## src/fieu_defs.svh

```systemverilog
// constants for the filtered input edge event unit
`ifndef FIEU_DEFS_SVH
`define FIEU_DEFS_SVH

// clock and time base
`define FIEU_CLK_PERIOD_NS 100
`define FIEU_US_NS 1000
`define FIEU_US_CYC ((`FIEU_US_NS) / (`FIEU_CLK_PERIOD_NS))

// diagnostic interrupt enable codes
`define FIEU_DIAG_OFF 8'h00
`define FIEU_DIAG_ON 8'h40

// filter delay codes and their times in microseconds
`define FIEU_FD_2US 8'h00
`define FIEU_FD_4US 8'h02
`define FIEU_FD_12US 8'h04
`define FIEU_FD_86US 8'h07
`define FIEU_FD_342US 8'h09
`define FIEU_FD_2731US 8'h0c
`define FIEU_FD_RESET 8'h02
`define FIEU_T_2US 2
`define FIEU_T_4US 4
`define FIEU_T_12US 12
`define FIEU_T_86US 86
`define FIEU_T_342US 342
`define FIEU_T_2731US 2731

// record set numbers
`define FIEU_RS_DIAG_IRQ_ENABLE 8'h00
`define FIEU_RS_FILTER 8'h01
`define FIEU_RS_MASKS 8'h80
`define FIEU_RS_DIAG_FULL 8'h01
`define FIEU_RS_DIAG_SHORT 8'h00
`define FIEU_DIAG_SHORT_LEN 5'd4
`define FIEU_DIAG_LEN 5'd20

// diagnostic record byte positions
`define FIEU_DB_ERR 5'd0
`define FIEU_DB_CLASS 5'd1
`define FIEU_DB_INTERNAL 5'd3
`define FIEU_DB_KIND 5'd4
`define FIEU_DB_BITS 5'd5
`define FIEU_DB_COUNT 5'd6
`define FIEU_DB_LOST 5'd7
`define FIEU_DB_TS 5'd16

// diagnostic constants and bit positions
`define FIEU_MODULE_CLASS 8'h1f
`define FIEU_CHANNEL_KIND 8'h70
`define FIEU_DIAG_BITS 8'h00
`define FIEU_CHANNELS 8'h04
`define FIEU_ERR_MODULE_BIT 0
`define FIEU_ERR_EXTERNAL_BIT 2
`define FIEU_ERR_CHANNEL_BIT 3
`define FIEU_INT_OVERFLOW_BIT 3
`define FIEU_INT_PLOST_BIT 6

`endif

```

## src/fieu_pkg.sv

```systemverilog
// types shared by the filtered input edge event unit
package fieu_pkg;

  // process interrupt record
  typedef struct packed {
    logic [7:0] edge_event_flags;
    logic [7:0] captured_input_state;
    logic [15:0] event_timestamp_low;
  } fieu_proc_rec_t;

  // record port request
  typedef struct packed {
    logic wr;
    logic rd;
    logic [7:0] record_set_number;
    logic [4:0] index;
    logic [7:0] wdata;
  } fieu_rec_req_t;

  // diagnostic interrupt state
  typedef enum logic [0:0] {
    FIEU_DIAG_IDLE,
    FIEU_DIAG_ACTIVE
  } fieu_diag_state_t;

endpackage

```

## src/fieu_top.sv

```systemverilog
// filtered input edge event unit: filters, edge events, ticker, diagnostics
`include "fieu_defs.svh"
`timescale 1ns/1ps
`default_nettype none

module fieu_top #(
  parameter int unsigned CHANNELS = 4,
  parameter int unsigned CYC_2731US = (`FIEU_T_2731US * `FIEU_US_NS) / `FIEU_CLK_PERIOD_NS
) (
  input wire logic clk_i,
  input wire logic reset_i,
  input wire logic ce_i,
  input wire logic [CHANNELS-1:0] input_channel_i,
  input wire fieu_pkg::fieu_rec_req_t rec_req_i,
  output logic [7:0] rec_rdata_o,
  output logic rec_rvalid_o,
  output logic proc_irq_o,
  input wire logic proc_ack_i,
  output fieu_pkg::fieu_proc_rec_t proc_rec_o,
  output logic diag_incoming_o,
  output logic diag_going_o,
  input wire logic diag_ack_i,
  output logic fault_indicator_o
);

  localparam int unsigned FW = 15;
  localparam logic [FW-1:0] CYC_2US = FW'((`FIEU_T_2US * `FIEU_US_NS) / `FIEU_CLK_PERIOD_NS);
  localparam logic [FW-1:0] CYC_4US = FW'((`FIEU_T_4US * `FIEU_US_NS) / `FIEU_CLK_PERIOD_NS);
  localparam logic [FW-1:0] CYC_12US = FW'((`FIEU_T_12US * `FIEU_US_NS) / `FIEU_CLK_PERIOD_NS);
  localparam logic [FW-1:0] CYC_86US = FW'((`FIEU_T_86US * `FIEU_US_NS) / `FIEU_CLK_PERIOD_NS);
  localparam logic [FW-1:0] CYC_342US = FW'((`FIEU_T_342US * `FIEU_US_NS) / `FIEU_CLK_PERIOD_NS);
  localparam logic [FW-1:0] CYC_LONG = FW'(CYC_2731US);
  localparam logic [3:0] US_LAST = 4'(`FIEU_US_CYC - 1);

  // ----------------------------------------------------------------
  // elaboration checks
  // ----------------------------------------------------------------
  if (CHANNELS != 4) begin : g_bad_channels
    $error("channel count must be 4");
  end
  if (CYC_2731US < 1 || CYC_2731US >= (1 << FW)) begin : g_bad_long
    $error("long filter count out of range");
  end

  // ----------------------------------------------------------------
  // decoding helpers
  // ----------------------------------------------------------------
  // filter code to cycle count
  function automatic logic [FW-1:0] fieu_delay_cyc(input logic [7:0] code);
    logic [FW-1:0] cyc;
    cyc = CYC_4US;
    case (code)
      `FIEU_FD_2US: cyc = CYC_2US;
      `FIEU_FD_4US: cyc = CYC_4US;
      `FIEU_FD_12US: cyc = CYC_12US;
      `FIEU_FD_86US: cyc = CYC_86US;
      `FIEU_FD_342US: cyc = CYC_342US;
      `FIEU_FD_2731US: cyc = CYC_LONG;
      default: cyc = CYC_4US;
    endcase
    return cyc;
  endfunction

  // filter code legality
  function automatic logic fieu_code_ok(input logic [7:0] code);
    return code == `FIEU_FD_2US || code == `FIEU_FD_4US || code == `FIEU_FD_12US ||
           code == `FIEU_FD_86US || code == `FIEU_FD_342US || code == `FIEU_FD_2731US;
  endfunction

  // ----------------------------------------------------------------
  // parameter records
  // ----------------------------------------------------------------
  logic [7:0] diag_irq_enable;
  logic [7:0] filter_delay_select [CHANNELS];
  logic [3:0] rise_edge_mask;
  logic [3:0] fall_edge_mask;
  logic wr_diag_irq_enable;
  logic wr_filter;
  logic wr_masks;
  assign wr_diag_irq_enable = rec_req_i.wr && rec_req_i.record_set_number == `FIEU_RS_DIAG_IRQ_ENABLE;
  assign wr_filter = rec_req_i.wr && rec_req_i.record_set_number == `FIEU_RS_FILTER;
  assign wr_masks = rec_req_i.wr && rec_req_i.record_set_number == `FIEU_RS_MASKS;

  // diagnostic enable byte, only the two codes are taken
  always_ff @(posedge clk_i or posedge reset_i) begin
    if (reset_i) begin
      diag_irq_enable <= `FIEU_DIAG_OFF;
    end else if (ce_i && wr_diag_irq_enable && rec_req_i.index == 5'd0 &&
                 (rec_req_i.wdata == `FIEU_DIAG_OFF || rec_req_i.wdata == `FIEU_DIAG_ON)) begin
      diag_irq_enable <= rec_req_i.wdata;
    end
  end

  // edge masks, reserved bits dropped
  always_ff @(posedge clk_i or posedge reset_i) begin
    if (reset_i) begin
      rise_edge_mask <= 4'h0;
      fall_edge_mask <= 4'h0;
    end else if (ce_i && wr_masks) begin
      if (rec_req_i.index == 5'd0) begin
        rise_edge_mask <= rec_req_i.wdata[3:0];
      end
      if (rec_req_i.index == 5'd1) begin
        fall_edge_mask <= rec_req_i.wdata[3:0];
      end
    end
  end

  // ----------------------------------------------------------------
  // input sync and filters
  // ----------------------------------------------------------------
  logic [CHANNELS-1:0] sync_a;
  logic [CHANNELS-1:0] sync_b;
  logic [CHANNELS-1:0] filtered;
  logic [CHANNELS-1:0] filtered_d;
  logic [CHANNELS-1:0] rise_evt;
  logic [CHANNELS-1:0] fall_evt;
  logic [CHANNELS-1:0] chan_evt;

  // two-stage synchroniser for the pins
  always_ff @(posedge clk_i or posedge reset_i) begin
    if (reset_i) begin
      sync_a <= '0;
      sync_b <= '0;
    end else if (ce_i) begin
      sync_a <= input_channel_i;
      sync_b <= sync_a;
    end
  end

  for (genvar c = 0; c < CHANNELS; c++) begin : g_chan
    logic [FW-1:0] stable_cnt;

    // per-channel delay code, illegal codes ignored
    always_ff @(posedge clk_i or posedge reset_i) begin
      if (reset_i) begin
        filter_delay_select[c] <= `FIEU_FD_RESET;
      end else if (ce_i && wr_filter && rec_req_i.index == 5'(c) && fieu_code_ok(rec_req_i.wdata)) begin
        filter_delay_select[c] <= rec_req_i.wdata;
      end
    end

    // new level must hold for the whole delay before it passes
    always_ff @(posedge clk_i or posedge reset_i) begin
      if (reset_i) begin
        stable_cnt <= '0;
        filtered[c] <= 1'b0;
      end else if (ce_i) begin
        if (sync_b[c] == filtered[c]) begin
          stable_cnt <= '0;
        end else if (stable_cnt + FW'(1) >= fieu_delay_cyc(filter_delay_select[c])) begin
          stable_cnt <= '0;
          filtered[c] <= sync_b[c];
        end else begin
          stable_cnt <= stable_cnt + FW'(1);
        end
      end
    end
  end

  // previous filtered level for edge detection
  always_ff @(posedge clk_i or posedge reset_i) begin
    if (reset_i) begin
      filtered_d <= '0;
    end else if (ce_i) begin
      filtered_d <= filtered;
    end
  end

  assign rise_evt = filtered & ~filtered_d & rise_edge_mask;
  assign fall_evt = ~filtered & filtered_d & fall_edge_mask;
  assign chan_evt = rise_evt | fall_evt;

  // ----------------------------------------------------------------
  // microsecond ticker
  // ----------------------------------------------------------------
  logic [3:0] us_div;
  logic [31:0] us_ticker;

  // free-running, wraps naturally at the top
  always_ff @(posedge clk_i or posedge reset_i) begin
    if (reset_i) begin
      us_div <= 4'h0;
      us_ticker <= 32'h0000_0000;
    end else if (ce_i) begin
      if (us_div == US_LAST) begin
        us_div <= 4'h0;
        us_ticker <= us_ticker + 32'h0000_0001;
      end else begin
        us_div <= us_div + 4'h1;
      end
    end
  end

  // ----------------------------------------------------------------
  // process interrupt
  // ----------------------------------------------------------------
  logic accept_evt;
  logic lost_evt;
  logic proc_busy;
  assign proc_busy = proc_irq_o && !proc_ack_i;
  // events inside the diagnostic window are dropped
  assign accept_evt = |chan_evt && !fault_indicator_o && !proc_busy;
  assign lost_evt = |chan_evt && !fault_indicator_o && proc_busy;

  // capture record and hold the request until acknowledged
  always_ff @(posedge clk_i or posedge reset_i) begin
    if (reset_i) begin
      proc_irq_o <= 1'b0;
      proc_rec_o <= '0;
    end else if (ce_i) begin
      if (accept_evt) begin
        proc_irq_o <= 1'b1;
        proc_rec_o.edge_event_flags <= {4'h0, chan_evt};
        proc_rec_o.captured_input_state <= {4'h0, filtered};
        proc_rec_o.event_timestamp_low <= us_ticker[15:0];
      end else if (proc_ack_i) begin
        proc_irq_o <= 1'b0;
      end
    end
  end

  // ----------------------------------------------------------------
  // diagnostic flags and state
  // ----------------------------------------------------------------
  logic [3:0] edge_lost_flags;
  logic plost_flag;
  logic overflow_flag;
  logic diag_cause;
  logic [31:0] diag_timestamp;
  fieu_pkg::fieu_diag_state_t diag_state;
  assign diag_cause = plost_flag || overflow_flag;

  // lost-edge and internal flags; a new set wins over the clear
  always_ff @(posedge clk_i or posedge reset_i) begin
    if (reset_i) begin
      edge_lost_flags <= 4'h0;
      plost_flag <= 1'b0;
      overflow_flag <= 1'b0;
    end else if (ce_i) begin
      edge_lost_flags <= (diag_ack_i ? 4'h0 : edge_lost_flags) | (lost_evt ? chan_evt : 4'h0);
      plost_flag <= (plost_flag && !diag_ack_i) || lost_evt;
      overflow_flag <= (overflow_flag && !diag_ack_i) || (lost_evt && plost_flag);
    end
  end

  // ticker copy when the cause first appears
  always_ff @(posedge clk_i or posedge reset_i) begin
    if (reset_i) begin
      diag_timestamp <= 32'h0000_0000;
    end else if (ce_i && lost_evt && !plost_flag) begin
      diag_timestamp <= us_ticker;
    end
  end

  // incoming when enabled cause appears, going once it disappears
  always_ff @(posedge clk_i or posedge reset_i) begin
    if (reset_i) begin
      diag_state <= fieu_pkg::FIEU_DIAG_IDLE;
      diag_incoming_o <= 1'b0;
      diag_going_o <= 1'b0;
      fault_indicator_o <= 1'b0;
    end else if (ce_i) begin
      diag_incoming_o <= 1'b0;
      diag_going_o <= 1'b0;
      case (diag_state)
        fieu_pkg::FIEU_DIAG_IDLE: begin
          if (diag_cause && diag_irq_enable == `FIEU_DIAG_ON) begin
            diag_state <= fieu_pkg::FIEU_DIAG_ACTIVE;
            diag_incoming_o <= 1'b1;
            fault_indicator_o <= 1'b1;
          end
        end
        fieu_pkg::FIEU_DIAG_ACTIVE: begin
          if (!diag_cause) begin
            diag_state <= fieu_pkg::FIEU_DIAG_IDLE;
            diag_going_o <= 1'b1;
            fault_indicator_o <= 1'b0;
          end
        end
        default: diag_state <= fieu_pkg::FIEU_DIAG_IDLE;
      endcase
    end
  end

  // ----------------------------------------------------------------
  // record reads
  // ----------------------------------------------------------------
  logic [7:0] diag_byte;
  logic [7:0] err_summary;
  logic [7:0] internal_fault_flags;
  assign internal_fault_flags = {1'b0, plost_flag, 2'b00, overflow_flag, 3'b000};
  assign err_summary = {4'h0, |edge_lost_flags, 1'b0, 1'b0, diag_cause};

  // diagnostic record byte selector
  always_comb begin
    diag_byte = 8'h00;
    case (rec_req_i.index)
      `FIEU_DB_ERR: diag_byte = err_summary;
      `FIEU_DB_CLASS: diag_byte = `FIEU_MODULE_CLASS;
      `FIEU_DB_INTERNAL: diag_byte = internal_fault_flags;
      `FIEU_DB_KIND: diag_byte = `FIEU_CHANNEL_KIND;
      `FIEU_DB_BITS: diag_byte = `FIEU_DIAG_BITS;
      `FIEU_DB_COUNT: diag_byte = `FIEU_CHANNELS;
      `FIEU_DB_LOST: diag_byte = {4'h0, edge_lost_flags};
      `FIEU_DB_TS: diag_byte = diag_timestamp[31:24];
      `FIEU_DB_TS + 5'd1: diag_byte = diag_timestamp[23:16];
      `FIEU_DB_TS + 5'd2: diag_byte = diag_timestamp[15:8];
      `FIEU_DB_TS + 5'd3: diag_byte = diag_timestamp[7:0];
      default: diag_byte = 8'h00;
    endcase
  end

  // answer one cycle after the read strobe
  always_ff @(posedge clk_i or posedge reset_i) begin
    if (reset_i) begin
      rec_rdata_o <= 8'h00;
      rec_rvalid_o <= 1'b0;
    end else if (ce_i) begin
      rec_rvalid_o <= rec_req_i.rd;
      rec_rdata_o <= 8'h00;
      if (rec_req_i.rd) begin
        if (rec_req_i.record_set_number == `FIEU_RS_DIAG_FULL && rec_req_i.index < `FIEU_DIAG_LEN) begin
          rec_rdata_o <= diag_byte;
        end else if (rec_req_i.record_set_number == `FIEU_RS_DIAG_SHORT &&
                     rec_req_i.index < `FIEU_DIAG_SHORT_LEN) begin
          rec_rdata_o <= diag_byte;
        end else if (rec_req_i.record_set_number == `FIEU_RS_MASKS) begin
          rec_rdata_o <= rec_req_i.index == 5'd0 ? {4'h0, rise_edge_mask} :
                         rec_req_i.index == 5'd1 ? {4'h0, fall_edge_mask} : 8'h00;
        end
      end
    end
  end
endmodule // fieu_top

`default_nettype wire

```

## config.mk

```make
export PLATFORM = sky130hd
export DESIGN_NAME = fieu_top
export DESIGN_NICKNAME = d
export VERILOG_FILES = /design/src/fieu_pkg.sv /design/src/fieu_top.sv
export VERILOG_INCLUDE_DIRS = /design/src /design/src/src
export SDC_FILE = /design/constraint.sdc
export NUM_CORES = 1
export LEC_CHECK = 0
export BUFFER_PORTS_ARGS = -buffer_cell sky130_fd_sc_hd__buf_2
export CAP_MARGIN = 30
export CORE_UTILIZATION = 46
export CTS_CLUSTER_SIZE = 14
export DETAILED_ROUTE_END_ITERATION = 7
export PLACE_DENSITY = 0.73
export SYNTH_ARGS = -nofsm -noshare
export SYNTH_HDL_FRONTEND = slang
export SYNTH_SLANG_ARGS = --single-unit
export TNS_END_PERCENT = 30
```

## constraint.sdc

```tcl
create_clock -name clk_i -period 11.5 [get_ports clk_i]
set_input_delay 2.3 -clock clk_i [delete_from_list [all_inputs] [get_ports clk_i]]
set_output_delay 2.3 -clock clk_i [all_outputs]
set_load 0.05 [all_outputs]
```

* Word-level counts from Yosys, hierarchy flattened
Cells that the tools add are included.
** Storage, ports and cells
- Bits in writable memories :: 0
- Output and inout port bits :: 45
- Register bits :: 236
- Logic and storage cells :: 204
- Memory bits (read-only) :: 0
- Memories :: 0
- Latch bits :: 0
** Cells by class
- Magnitude comparators :: 6
- Divide/modulo/power cells :: 0
- Eq/ne operators :: 42
- Reduce and logical (&&, ||, !) cells :: 62
- Mux-type cells :: 41
- Multiply operators :: 0
- Bitwise operators :: 13
- Shifts and indexed selects :: 0
- Add/sub/neg operators :: 6
** Operators by type and width (count)
- case mux 15 bit (5 select lines) :: 4
- 2-to-1 mux 15 bit :: 16
- == test 8 x 3 -> 1 bit (second input constant) :: 10
- == test 8 x 4 -> 1 bit (second input constant) :: 10
- case mux 8 bit (10 select lines) :: 1
- adder 15 x 1 -> 15 bit (second input constant) :: 4
- >= comparator 15 bit :: 4
- logical NOT 8 bit :: 6
- adder 32 x 1 -> 32 bit (second input constant) :: 1
- logical AND 1 bit :: 28
- 2-to-1 mux 4 bit :: 6
- 2-to-1 mux 8 bit :: 3
- == test 5 bit (second input constant) :: 4
- bitwise AND 4 bit :: 4
- == test 8 x 7 -> 1 bit (second input constant) :: 2
- == test 5 x 3 -> 1 bit (second input constant) :: 3
- AND reduction 3 bit :: 5
- == test 5 x 2 -> 1 bit (second input constant) :: 2
- AND reduction 2 bit :: 5
- logical OR 1 bit :: 9
- 2-to-1 mux 1 bit :: 9
- == test 8 x 1 -> 1 bit (second input constant) :: 1
- == test 8 x 2 -> 1 bit (second input constant) :: 1
- == test 8 bit (second input constant) :: 1
- 15 further kinds :: 31

* Longest topological paths before layout
- Depth after elaboration :: 9
- Gate-level depth with buffers :: 15
- Mapped depth without buffers :: 13

* Least setup slack after synthesis
Ideal clock, no wire load.
- Path kind :: input to register
- From :: input rec_req_i[10] (netlist name)
- To :: register rise_edge_mask[2]
- Required time :: 11.375 ns
- Buffers on the path :: 2
- Cell stages on the path :: 5
- Arrival time :: 3.853 ns
- Setup slack :: 7.522 ns
- Cell sequence :: clkbuf_1 > or3_1 > clkbuf_1 > nor4_1 > mux2_2
** On the way
- Word-level cells in the longest chain between the ends :: 2
** Ends and longest elaborated chain
- start: declaration :: RTL line fieu_top.sv:14 : input wire fieu_pkg::fieu_rec_req_t rec_req_i,
- logical NOT 5 bit :: RTL line fieu_top.sv:100 : if (rec_req_i.index == 5'd0) begin
- AND reduction 2 bit (no source line)
- end signal: assignment :: RTL line fieu_top.sv:101 : rise_edge_mask <= rec_req_i.wdata[3:0];
- end: declaration :: RTL line fieu_top.sv:75 : logic [3:0] rise_edge_mask;
No other way between the ends.
A chain may end at the register's enable or synchronous reset.

* Final worst setup path
- From :: input ce_i
- To :: register diag_timestamp[12]
** On the way
- Word-level cells in the longest chain between the ends :: 2
** Ends and longest elaborated chain
- start: declaration :: RTL line fieu_top.sv:12 : input wire logic ce_i,
- logical AND 1 bit (2 in a row) :: RTL line fieu_top.sv:251 : end else if (ce_i && lost_evt && !plost_flag) begin
- end signal: assignment :: RTL line fieu_top.sv:252 : diag_timestamp <= us_ticker;
- end: declaration :: RTL line fieu_top.sv:230 : logic [31:0] diag_timestamp;
No other way between the ends.

==> impl_metrics.py <==
metrics = {
    "synth": {
        "yosysWarnings": 0,
        "syn-cell-area_mm2": 0.01309,
        "postSynthAreaPerCell_um2": 10.49,
        "synth_top_cell_by_area": "dfrtp_1",
        "ys.flop_type": "dfrtp_1",
        "synth_area_leaders": "dfrtp_1 (44%), mux2_2 (8.2%), ha_1 (5.5%)",
        "synth-edff-count": 0,
        "yosysSeqAreaShare_pct": 45.17,
        "synth_cell_types": 85,
        "ys_ff_latch": 236,
        "synth_top_area_share_pct": 44.37,
        "syn-instance-count": 1247,
        "async_flop_share_pct": 100.0,
    },
    "floorplanning": {
        "num_rows": 61,
        "die_area_mm2": 0.02912,
        "io_pins": 77,
        "start_util_pct": 46.97,
        "die_h_um": 170.7,
        "core_mm2": 0.02786,
        "die_w_um": 170.7,
    },
    "worst_setup_path": {
        "critPathMostFrequentCell": "buf_4",
        "crit_type": "in -> reg",
        "r2r_slack_ps": 7480,
        "crit_path_cell_trace": "buf_4 -> buf_4 -> nand2b_1 -> nor3b_2 -> nor2b_2 -> buf_4 -> mux2_2",
        "critPathLaunch": "ce_i",
        "start_kind": "input port",
        "crit_arrival_ps": 4980,
        "regToRegStartpoint": "filter_delay_select[20]$_DFFE_PP0P_",
        "timing.rr.end": "g_chan[1].stable_cnt[12]$_DFFE_PP0P_",
        "critPathBufInv": 3,
        "required_ps": 11900,
        "slowest_delay_ps": 610,
        "r2r_cells": 11,
        "endpoint_kind": "register",
        "critical-path-top-delay-family": "buffers and inverters",
        "crit_fanout": 57,
        "critPathSlowestCell": "buf_4",
    },
    "route": {
        "drc": 0,
        "viasPerCell": 5.774,
        "via_count": 9782,
        "drt_iter0_markers": 648,
        "detail_route.wl_per_cell_um": 17.24,
        "dr.pass1.iters": 6,
        "drt_wl_total_um": 29210,
        "ant_nets": 0,
    },
    "clock_tree": {
        "ctsHoldBuffers": 0,
        "htreeDepth": 1,
        "cts_buffers": 25,
        "clk_latency_ps": 520,
        "cts-resized-gates": 0,
        "clkTransAtPathRegs_ps": 60,
        "cts_buffer_depth": 3,
        "cts_tree": "built",
        "cts_root_buffer": "clkbuf_16",
        "cts.sinks": 236,
        "post_cts_buffers": 0,
    },
    "global_route": {
        "overflow": 0,
        "grt_max_degree": 98,
        "antenna_found_initial": 2,
        "grtUsageTotal_pct": 20.78,
        "grt_pass1_vias": 9478,
        "grt_pass1_wl_um": 48980,
    },
    "hold_path": {
        "min-delay-start": "filter_delay_select[28]$_DFFE_PP0P_",
        "holdPathEnd": "filter_delay_select[28]$_DFFE_PP0P_",
        "hold_path_class": "reg -> reg",
        "holdPathStages": 1,
    },
    "timing": {
        "tns_ps": 0,
        "hold_viol": 0,
        "rsz0062_at_grt": "false",
        "skew_ps": 11.15,
        "tightest_slew_ps": 1058,
        "period_needed_ps": 4580,
        "relSlewSlack_pct": 28.85,
        "drv_slew": 0,
        "finalSetupViolCount": 0,
        "finalCritPeriodShare_pct": 39.82,
        "holdWs_ps": 483.1,
        "fmax_mhz": 218.4,
    },
    "final_layout": {
        "num-fill-cells": 2429,
        "postLayoutCellArea_mm2": 0.01453,
        "num_antenna_cells": 0,
        "drive_gt1_share_pct": 20.06,
        "final_util_pct": 52.16,
        "fin_cells": 1694,
        "final_common_cell": "dfrtp_1",
        "synthToLayoutAreaGrowth_pct": 11.04,
        "layout_common_cells": "dfrtp_1 (232), nand2_1 (96), mux2_2 (95)",
        "fin_nets": 1388,
    },
    "status": {
        "status": "complete, no violations",
    },
    "power_and_ir_drop": {
        "switching_share_pct": 29.61,
        "p_int_mw": 1.515,
        "peakVddDrop_uv": 125.0,
        "power.leakage_nw": 6.738,
        "p_comb_share_pct": 17.6,
        "power.switching_uw": 637.3,
        "pwr-share-clk_pct": 38.1,
        "power.density_mw_per_mm2": 148.1,
        "p_seq_share_pct": 44.4,
    },
    "place": {
        "numPortBuffers": 68,
        "hpwlAfterDp_um": 20670,
        "placed_cell_area_mm2": 0.01369,
        "globalplace.congestion": 0.8564,
        "dp.cells": 1648,
    },
    "job": {
        "drv_cap": 0,
    },
}
==> synthesized netlist by cell type (7+ instances only) <==
master and instances:
o31ai_1 14, nor2_1 68, o2bb2ai_1 21, o2bb2ai_2 8, ha_1 57, nor4_1 15, nand2b_1 13, mux2i_1 9
and3_1 27, buf_1 9, nand3_1 70, nand2_1 96, o22ai_1 7, mux2_2 95, and2_1 30, a211oi_1 8
nor2b_1 23, buf_4 14, xnor2_1 51, xor2_1 31, inv_1 40, clkbuf_1 24, dfrtp_1 232, o21ai_0 39
nand3b_1 7, a21oi_1 16, nand4_1 32, nor3_1 27, a22o_1 21, buf_2 8
==> per-layer routing <==
metal,share of wire (%),routed length [um],track usage (%)
met2,47,13780,34.14
met5,0.038,11,0
met3,4.8,1391,3.585
met4,2.2,651,5.445
met1,46,13370,28.31
==> state kept, by name, indices dropped and copies added, names as in the netlist, 8 cells and up <==
name	flops
g_chan.stable_cnt	60
diag_irq_enable	8
proc_rec_o	24
us_ticker	32
diag_timestamp	32
rec_rdata_o	8
filter_delay_select	32
==> logic make-up after synthesis <==
family	count (synthesis)	share of synthesized area, %
fa+ha+maj	57	5.450
flops	236	45.17
xor+xnor	82	5.489
buf+inv	99	3.490
compound gates	210	12.60
other cells	1	0.02866
simple gates	454	18.56
mux	108	9.208
==> stage by stage <==
| stage | power [mW] | setup WS (ps) |
|---|---|---|
| 2_1_floorplan | 1.267 | 2732 |
| 3_3_place_gp | 1.333 | 6479 |
| 3_5_place_dp | 1.346 | 6411 |
| 4_1_cts | 2.168 | 6978 |
| 5_1_grt | 2.259 | 6743 |
| 6_report | 2.152 | 6920 |
==> final cells by class <==
type                       instances  area [um^2]  area share [%]
multi-input combinational        919         6753           46.47
sequential                       236         5911           40.68
clock buffer                      33        695.7           4.788
tap                              378        473.0           3.255
timing repair buffer              76        397.9           2.738
inverter                          41        161.4           1.111
clock inverter                    11        138.9          0.9558
==> power by group through the flow <==
stage | Sequential [mW] | Clock [mW] | Combinational (mW)
after floorplan | 0.949 | 0 | 0.318
after global placement | 0.966 | 0 | 0.367
after detailed placement | 0.969 | 0 | 0.378
after CTS | 0.955 | 0.834 | 0.379
after global routing | 0.966 | 0.870 | 0.423
final | 0.955 | 0.819 | 0.378
==> how the worst max path moves through the flow <==
stage                                      to  slack [ps]  cells past startpoint
6_report       diag_timestamp[12]$_DFFE_PP0P_        6920                      7
5_1_grt        diag_timestamp[21]$_DFFE_PP0P_        6740                      7
4_1_cts        diag_timestamp[12]$_DFFE_PP0P_        6980                      7
3_5_place_dp   diag_timestamp[21]$_DFFE_PP0P_        6410                      7
3_3_place_gp    diag_timestamp[1]$_DFFE_PP0P_        6480                      7
2_1_floorplan        diag_going_o$_DFFE_PP0P_        2730                      1
No activity file was read; power rests on OpenSTA's default activity.
